<file path="src/core/ccp_value_pkg.sv">
// constants for the capture/compare/pwm value register pair
package ccp_value_pkg;
   // ==========================================
   // register byte addresses
   localparam logic [3:0] low_byte_addr = 4'h0;
   localparam logic [3:0] high_byte_addr = 4'h4;
   localparam logic [3:0] control_addr = 4'h8;
   localparam logic [3:0] status_addr = 4'hc;
   // ==========================================
   // reset values and field positions
   localparam logic [7:0] byte_reset = 8'h00;
   localparam int alignment_bit_pos = 4;
   localparam int mode_lsb = 0;
   localparam int mode_msb = 1;
   localparam logic [1:0] resp_okay = 2'b00;
   localparam logic [1:0] resp_slverr = 2'b10;
   // ==========================================
   // channel modes
   typedef enum logic [1:0] {
      mode_off_t_v,
      mode_capture,
      mode_compare,
      mode_pwm
   } chan_mode_t;
endpackage : ccp_value_pkg

</file>
<file path="src/core/ccp_value_register_pair.sv">
// value register pair of one capture/compare/pwm channel with an axi4-lite slave
// ==========================================
// Notes on behaviour
// - capture loads timebase count into both bytes
// - compare matches timebase against the byte pair
// - right-aligned width bits 7:0 from low byte
// - right-aligned bits 9:8 from high 1:0
// - left-aligned: high byte 9:2, low 7:6
// - bytes read/write, clear on every reset
// - control bit 4 selects width alignment
//
// The placing of the registers and register access over AXI4-Lite are this design's own decisions.
`timescale 1ns/1ps
module ccp_value_register_pair #(
   parameter int count_width = 16
) (
   // clock, reset, enable
   input wire logic aclk,
   input wire logic aresetn,
   input wire logic clk_en,
   // axi4-lite write
   input wire logic [3:0] s_axi_awaddr,
   input wire logic s_axi_awvalid,
   output logic s_axi_awready,
   input wire logic [31:0] s_axi_wdata,
   input wire logic [3:0] s_axi_wstrb,
   input wire logic s_axi_wvalid,
   output logic s_axi_wready,
   output logic [1:0] s_axi_bresp,
   output logic s_axi_bvalid,
   input wire logic s_axi_bready,
   // axi4-lite read
   input wire logic [3:0] s_axi_araddr,
   input wire logic s_axi_arvalid,
   output logic s_axi_arready,
   output logic [31:0] s_axi_rdata,
   output logic [1:0] s_axi_rresp,
   output logic s_axi_rvalid,
   input wire logic s_axi_rready,
   // timebase and events
   input wire logic [count_width-1:0] timebase_count,
   input wire logic capture_event,
   // channel results
   output logic compare_match,
   output logic [9:0] pulse_width_value
);
   // ==========================================
   // state
   logic [7:0] low_q, low_d, high_q, high_d;
   logic [1:0] mode_q, mode_d;
   logic align_q, align_d;
   logic match_q, match_d;
   logic [9:0] width_q, width_d;
   logic aw_q, aw_d, w_q, w_d, bv_q, bv_d, ar_q, ar_d, rv_q, rv_d;
   logic awrdy_q, awrdy_d, wrdy_q, wrdy_d;
   logic [3:0] wstrb_q, wstrb_d;
   logic [3:0] awaddr_q, awaddr_d;
   logic [31:0] wdata_q, wdata_d, rdata_q, rdata_d;
   logic [1:0] bresp_q, bresp_d, rresp_q, rresp_d;

   function automatic logic known_addr(input logic [3:0] a);
      known_addr = (a == ccp_value_pkg::low_byte_addr) || (a == ccp_value_pkg::high_byte_addr) ||
                   (a == ccp_value_pkg::control_addr) || (a == ccp_value_pkg::status_addr);
   endfunction : known_addr

   // ==========================================
   // next-state logic
   always_comb begin
      logic do_write;
      do_write = 1'b0;
      low_d = low_q;
      high_d = high_q;
      mode_d = mode_q;
      align_d = align_q;
      aw_d = aw_q;
      w_d = w_q;
      awaddr_d = awaddr_q;
      wdata_d = wdata_q;
      wstrb_d = wstrb_q;
      awrdy_d = awrdy_q;
      wrdy_d = wrdy_q;
      bv_d = bv_q;
      bresp_d = bresp_q;
      ar_d = ar_q;
      rv_d = rv_q;
      rdata_d = rdata_q;
      rresp_d = rresp_q;
      // write channels: each is taken when its valid meets its ready
      if (s_axi_awvalid && awrdy_q) begin
         aw_d = 1'b1;
         awaddr_d = s_axi_awaddr;
      end
      if (s_axi_wvalid && wrdy_q) begin
         w_d = 1'b1;
         wdata_d = s_axi_wdata;
         wstrb_d = s_axi_wstrb;
      end
      // the response follows once both halves are held
      if (aw_d && w_d) begin
         do_write = 1'b1;
         aw_d = 1'b0;
         w_d = 1'b0;
         bv_d = 1'b1;
         bresp_d = known_addr(awaddr_d) && awaddr_d != ccp_value_pkg::status_addr ?
                   ccp_value_pkg::resp_okay : ccp_value_pkg::resp_slverr;
      end
      if (bv_q && s_axi_bready) begin
         bv_d = 1'b0;
      end
      // ready only while idle, so a held valid is never taken twice
      awrdy_d = !aw_d && !bv_d;
      wrdy_d = !w_d && !bv_d;
      // capture loads the pair; a software write to the low or high byte in the same cycle wins for that byte
      if (mode_q == ccp_value_pkg::mode_capture && capture_event) begin
         high_d = timebase_count[15:8];
         low_d = timebase_count[7:0];
      end
      if (do_write && wstrb_d[0]) begin
         if (awaddr_d == ccp_value_pkg::low_byte_addr) begin
            low_d = wdata_d[7:0];
         end
         if (awaddr_d == ccp_value_pkg::high_byte_addr) begin
            high_d = wdata_d[7:0];
         end
         if (awaddr_d == ccp_value_pkg::control_addr) begin
            align_d = wdata_d[ccp_value_pkg::alignment_bit_pos];
            mode_d = wdata_d[ccp_value_pkg::mode_msb:ccp_value_pkg::mode_lsb];
         end
      end
      // read channel: data and response stand until rready
      if (rv_q && s_axi_rready) begin
         rv_d = 1'b0;
      end
      if (s_axi_arvalid && ar_q) begin
         rv_d = 1'b1;
         rresp_d = known_addr(s_axi_araddr) ? ccp_value_pkg::resp_okay : ccp_value_pkg::resp_slverr;
         case (s_axi_araddr)
            ccp_value_pkg::low_byte_addr: rdata_d = {24'h000000, low_q};
            ccp_value_pkg::high_byte_addr: rdata_d = {24'h000000, high_q};
            ccp_value_pkg::control_addr: rdata_d = {27'h0000000, align_q, 2'b00, mode_q};
            ccp_value_pkg::status_addr: rdata_d = {21'h000000, match_q, width_q};
            default: rdata_d = 32'h00000000;
         endcase
      end
      ar_d = !rv_d;
   end

   // pulse width and compare from the stored bytes
   always_comb begin
      if (align_q) begin
         width_d = {high_q, low_q[7:6]};
      end else begin
         width_d = {high_q[1:0], low_q};
      end
      match_d = (mode_q == ccp_value_pkg::mode_compare) && (timebase_count[15:0] == {high_q, low_q});
   end

   // ==========================================
   // registers
   always_ff @(posedge aclk) begin
      if (!aresetn) begin
         low_q <= ccp_value_pkg::byte_reset;
         high_q <= ccp_value_pkg::byte_reset;
         mode_q <= 2'b00;
         align_q <= 1'b0;
         match_q <= 1'b0;
         width_q <= 10'h000;
         aw_q <= 1'b0;
         w_q <= 1'b0;
         awaddr_q <= 4'h0;
         wdata_q <= 32'h00000000;
         wstrb_q <= 4'h0;
         awrdy_q <= 1'b0;
         wrdy_q <= 1'b0;
         bv_q <= 1'b0;
         bresp_q <= 2'b00;
         ar_q <= 1'b0;
         rv_q <= 1'b0;
         rdata_q <= 32'h00000000;
         rresp_q <= 2'b00;
      end else if (clk_en) begin
         low_q <= low_d;
         high_q <= high_d;
         mode_q <= mode_d;
         align_q <= align_d;
         match_q <= match_d;
         width_q <= width_d;
         aw_q <= aw_d;
         w_q <= w_d;
         awaddr_q <= awaddr_d;
         wdata_q <= wdata_d;
         wstrb_q <= wstrb_d;
         awrdy_q <= awrdy_d;
         wrdy_q <= wrdy_d;
         bv_q <= bv_d;
         bresp_q <= bresp_d;
         ar_q <= ar_d;
         rv_q <= rv_d;
         rdata_q <= rdata_d;
         rresp_q <= rresp_d;
      end
   end

   // readies are high while the channel is idle and drop once it is taken
   assign s_axi_awready = awrdy_q;
   assign s_axi_wready = wrdy_q;
   assign s_axi_bvalid = bv_q;
   assign s_axi_bresp = bresp_q;
   assign s_axi_arready = ar_q;
   assign s_axi_rvalid = rv_q;
   assign s_axi_rdata = rdata_q;
   assign s_axi_rresp = rresp_q;
   assign compare_match = match_q;
   assign pulse_width_value = width_q;

   // ==========================================
   // assertions
   capture_load_a: assert property (@(posedge aclk) disable iff (!aresetn)
      clk_en && mode_q == ccp_value_pkg::mode_capture && capture_event && !(bv_d && !bv_q)
      |=> {high_q, low_q} == $past(timebase_count[15:0]))
      else $error("capture did not load pair");
   compare_match_a: assert property (@(posedge aclk) disable iff (!aresetn)
      clk_en |=> compare_match == ($past(mode_q) == ccp_value_pkg::mode_compare &&
                                   $past(timebase_count[15:0]) == $past({high_q, low_q})))
      else $error("compare match wrong");
   right_width_a: assert property (@(posedge aclk) disable iff (!aresetn)
      clk_en && !align_q |=> pulse_width_value[7:0] == $past(low_q))
      else $error("right width low wrong");
   right_high_a: assert property (@(posedge aclk) disable iff (!aresetn)
      clk_en && !align_q |=> pulse_width_value[9:8] == $past(high_q[1:0]))
      else $error("right width high wrong");
   left_width_a: assert property (@(posedge aclk) disable iff (!aresetn)
      clk_en && align_q |=> pulse_width_value == {$past(high_q), $past(low_q[7:6])})
      else $error("left width wrong");
   reset_clear_a: assert property (@(posedge aclk)
      !aresetn |=> low_q == 8'h00 && high_q == 8'h00)
      else $error("pair not cleared");
   align_write_a: assert property (@(posedge aclk) disable iff (!aresetn)
      clk_en && bv_d && !bv_q && awaddr_d == ccp_value_pkg::control_addr && wstrb_d[0]
      |=> align_q == $past(wdata_d[4]))
      else $error("alignment bit not stored");
   realign_keep_a: assert property (@(posedge aclk) disable iff (!aresetn)
      clk_en && align_d != align_q && !(mode_q == ccp_value_pkg::mode_capture && capture_event)
      |=> $stable({high_q, low_q}))
      else $error("realign altered bytes");
   cov_capture_c: cover property (@(posedge aclk) mode_q == ccp_value_pkg::mode_capture && capture_event);
   cov_match_c: cover property (@(posedge aclk) compare_match);
   cov_left_c: cover property (@(posedge aclk) align_q && mode_q == ccp_value_pkg::mode_pwm);
endmodule : ccp_value_register_pair
</file>
<file path="config.mk">
export PLATFORM = sky130hd
export DESIGN_NAME = ccp_value_register_pair
export DESIGN_NICKNAME = d
export VERILOG_FILES = /design/src/core/ccp_value_pkg.sv /design/src/core/ccp_value_register_pair.sv
export SDC_FILE = /design/constraint.sdc
export NUM_CORES = 1
export LEC_CHECK = 0
export BUFFER_PORTS_ARGS = -buffer_cell sky130_fd_sc_hd__buf_2
export CAP_MARGIN = 20
export CORE_ASPECT_RATIO = 1.5
export CORE_UTILIZATION = 54
export CTS_CLUSTER_DIAMETER = 80
export DETAILED_ROUTE_END_ITERATION = 7
export PLACE_DENSITY = 0.86
export SLEW_MARGIN = 15
export SYNTH_ARGS = -nofsm -noshare
export SYNTH_HDL_FRONTEND = slang
export SYNTH_SLANG_ARGS = --single-unit
</file>
<file path="constraint.sdc">
create_clock -name aclk -period 3.7 [get_ports aclk]
set_input_delay 0.185 -clock aclk [delete_from_list [all_inputs] [get_ports aclk]]
set_output_delay 0.185 -clock aclk [all_outputs]
set_load 0.02 [all_outputs]
</file>
==> flow_summary_export.csv <==
group,metric,value,unit
place,dp_cells,482,
timing,fin_crit_sh,65.5,%
clocking,post-cts-setup-buffers,0,
logic_synthesis,yosysSeqAreaShare,37.0,%
floorplanning,dieHeight,99.2,µm
critical_path,cpLargestDelayFamily,"simple AND/OR/NAND/NOR gates",
finish,multi_input_area,1900,µm²
hold_path,hp-class,"in2reg",
clocking,clkSlewWorstSetupHoldPaths,0.08,ns
pwr,clock_power_share,41.0,%
critical_path,crit_type,"reg2reg",
drt,firstDrtPassIters,4,
drt,drt-initial-drc-count,166,
finish,drive_gt1_share,26.4,%
critical_path,crit_buf_inv,0,
timing,fin_ws,1.28,ns
timing,worst_pin_slew,0.906,ns
logic_synthesis,synth_edf_count,0,
grt,grt_pass1_vias,2766,
pwr,seqPwrFrac,46.8,%
logic_synthesis,ys_warn_count,0,
outcome,status,"completed",
logic_synthesis,ys_ff_latch,63,
clocking,ctsResizeCount,0,
clocking,htreeDepth,3,
floorplanning,die-area,6630,µm²
run,drv_cap,0,
pwr,finalPower,0.00152,W
critical_path,r2r-start,"s_axi_awready",
floorplanning,boundaryPins,121,
place,hpwl,5770,µm
grt,grt_usage,26.5,%
pwr,power.switching,0.000434,W
critical_path,rr_worst_depth,5,
drt,drtAntennaViolNets,0,
clocking,clockBufferDepth,2,
timing,drv_slew,0,
pwr,ir_drop,0.000222,V
critical_path,arrival,2.72,ns
clocking,cts_buffers,9,
pwr,power.density,391,nW/µm²
pwr,pwr-share-comb,12.1,%
finish,antenna_cells,0,
critical_path,crit_slowest_cell,"or4b_1",
timing,hold_viol_final,0,
hold_path,worstHoldStart,"s_axi_awaddr[1]",
floorplanning,core,6130,µm²
timing,max_freq,413,MHz
place,gp_congestion,0.883,
finish,fillers,533,
floorplanning,die_w,66.8,µm
grt,grt-ovfl-total,0,
place,port_buffers,70,
logic_synthesis,synth_top_area_share,37.0,%
critical_path,start_kind,"flop",
hold_path,hold_depth,3,
logic_synthesis,synth.top_cells.by_area,"dfxtp_1, mux2i_1, o211a_1, buf_4, nand2_1",
drt,post_drt_via_cell_ratio,5.77,
timing,fin_worst_skew,0.0148,ns
drt,vias,2871,
timing,slew_headroom,39.0,%
clocking,clk_latency,0.36,ns
logic_synthesis,yosysUniqueCellTypes,47,
drt,drc,0,
clocking,cts.sinks,63,
floorplanning,std_cell_rows,35,
critical_path,r2r-end,"low_q[6]",
logic_synthesis,syn_inst,356,
timing,setup_viol,0,
drt,wl_per_cell,16.3,µm
timing,min_period,2.42,ns
logic_synthesis,avgSynthCellArea,9.56,µm²
timing,tns,0,ns
place,dp_slack,1.32,ns
logic_synthesis,synth_top_area_cell,"dfxtp_1",
timing,rsz0062_at_grt,"no",
critical_path,required,4.00,ns
clocking,cts_tree,"done",
floorplanning,start_util,55.5,%
finish,fin_util,63.3,%
critical_path,reg2reg_slack,1.28,ns
hold_path,hold_path_end,"awaddr_q[1]",
finish,seqCellArea,1260,µm²
critical_path,end_kind,"flop",
logic_synthesis,synth_ff_type,"dfxtp_1",
finish,area_growth,14.0,%
grt,antenna_found_initial,0,
grt,grt_pass1_wl,13200,µm
finish,instances_no_fill,498,
grt,grt_max_degree,60,
logic_synthesis,async_reset_ff_share,0,%
clocking,root_buffer,"clkbuf_8",
clocking,cts_hold_buf,0,
drt,routed_wl,8100,µm
pwr,switching_share,28.6,%
finish,final_nets,488,
pwr,internal_power,0.00108,W
critical_path,cp_max_fo,9,
critical_path,path_cells,"nand2_2, mux2_4, or4b_1, a21oi_4, o221a_2",
logic_synthesis,netlist_area,3400,µm²
critical_path,slowest_delay,0.81,ns
pwr,leakagePower,2.05,nW
[state kept, by name (all words and copies together) (netlist names), 2 cells and up]
signal and cells:
s_axi_rdata 11, pulse_width_value 10, high_q 8, low_q 8, wdata_q 8, awaddr_q 4
mode_q 2
[worst reg2reg max path, cell delays in order, from the launching register on]
cell     delay, ns
dfxtp_1       0.48
nand2_2       0.15
mux2_4        0.33
or4b_1        0.81
a21oi_4       0.36
o221a_2       0.24
[layout by cell type (no fill, tap or decap), types with 2 or more instances in the layout]
cell       instances
inv_1             10
a21oi_1           11
nor2_1            14
mux4_2             3
a22oi_1            9
nor4_1             4
mux2_2             3
a21boi_0           3
o2bb2ai_1          2
xnor2_1            4
xor2_1            12
clkinv_4           2
and2_1             2
clkbuf_8           9
nand4_1            2
nand2_1           32
a32oi_1            3
nand3_1            4
o221a_2            9
nor2b_1           18
mux2i_1           43
buf_4              5
o211a_1           23
o21ai_0           10
buf_2             70
nor3_1             3
a21o_1             2
dfxtp_1           63
inv_6              3
a22o_1             5
nand2b_1           2
conb_1            23
[Yosys cell counts, drive strengths merged, types with 2 or more instances]
cell type,number
dfxtp,63
mux2i,43
nand2,33
buf,32
o211a,23
nor2b,18
nor2,14
clkbuf,13
a21oi,12
xor2,12
inv,10
o21ai,10
a22oi,9
o221a,9
a22o,5
mux2,4
nand3,4
nor4,4
xnor2,4
a21boi,3
a21o,3
a32oi,3
mux4,3
nor3,3
and2,2
nand2b,2
nand4,2
o2bb2ai,2
[power groups by stage]
stage               sequential (W)  clock [W]  combinational [W]
floorplan                 0.000734          0           0.000135
global placement          0.000725          0           0.000178
finish                    0.000711   0.000622           0.000184
CTS                       0.000710   0.000623           0.000184
global route              0.000713   0.000653           0.000202
detailed placement        0.000726          0           0.000183
[final cells by class]
class	instances	area share, %
clock buffer	9	3.19
clock inverter	7	2.03
inverter	11	1.06
multi-input combinational	259	48.8
sequential	63	32.5
tap	74	2.39
timing repair buffer	75	9.99
[routing by layer]
layer | vias up | GRT usage (%) | routed length, µm
li1 | 1367 | - | -
met5 | - | 0 | 0
met1 | 1388 | 29.9 | 3130
met3 | 24 | 4.93 | 378
met4 | 0 | 14.7 | 245
met2 | 92 | 45.4 | 4350
[how the worst max path moves through the flow]
stage / end / start / cells after the start / slack, ns
2_1_floorplan: low_q[6] / s_axi_awready / 6 / 1.52
3_3_place_gp: low_q[6] / s_axi_awready / 5 / 1.34
3_5_place_dp: low_q[6] / s_axi_awready / 5 / 1.32
4_1_cts: low_q[1] / s_axi_awready / 5 / 1.30
5_1_grt: low_q[6] / s_axi_awready / 5 / 1.14
6_report: low_q[6] / s_axi_awready / 5 / 1.28
[metrics by stage]
| step | instance area [µm²] | hold WS (ns) |
|---|---|---|
| 6_report | 3880 | 0.0960 |
| 3_5_place_dp | 3680 | 0.465 |
| 4_1_cts | 3880 | 0.102 |
| 5_1_grt | 3880 | 0.125 |
| 2_1_floorplan | 3490 | 0.351 |
| 3_3_place_gp | 3680 | 0.448 |
[cells by family (layout without fill, tap and decap cells)]
family,count (synthesis),count (layout),synth area share (%)
AOI/OAI and AO/OA,83,83,20.2
other,1,23,0.110
buffers and inverters,56,102,9.70
xor gates and xnor gates,16,16,4.12
DFF,63,63,37.0
muxes,50,50,16.1
and+or+nand+nor,87,87,12.8
No activity file was read; power rests on OpenSTA's default activity.
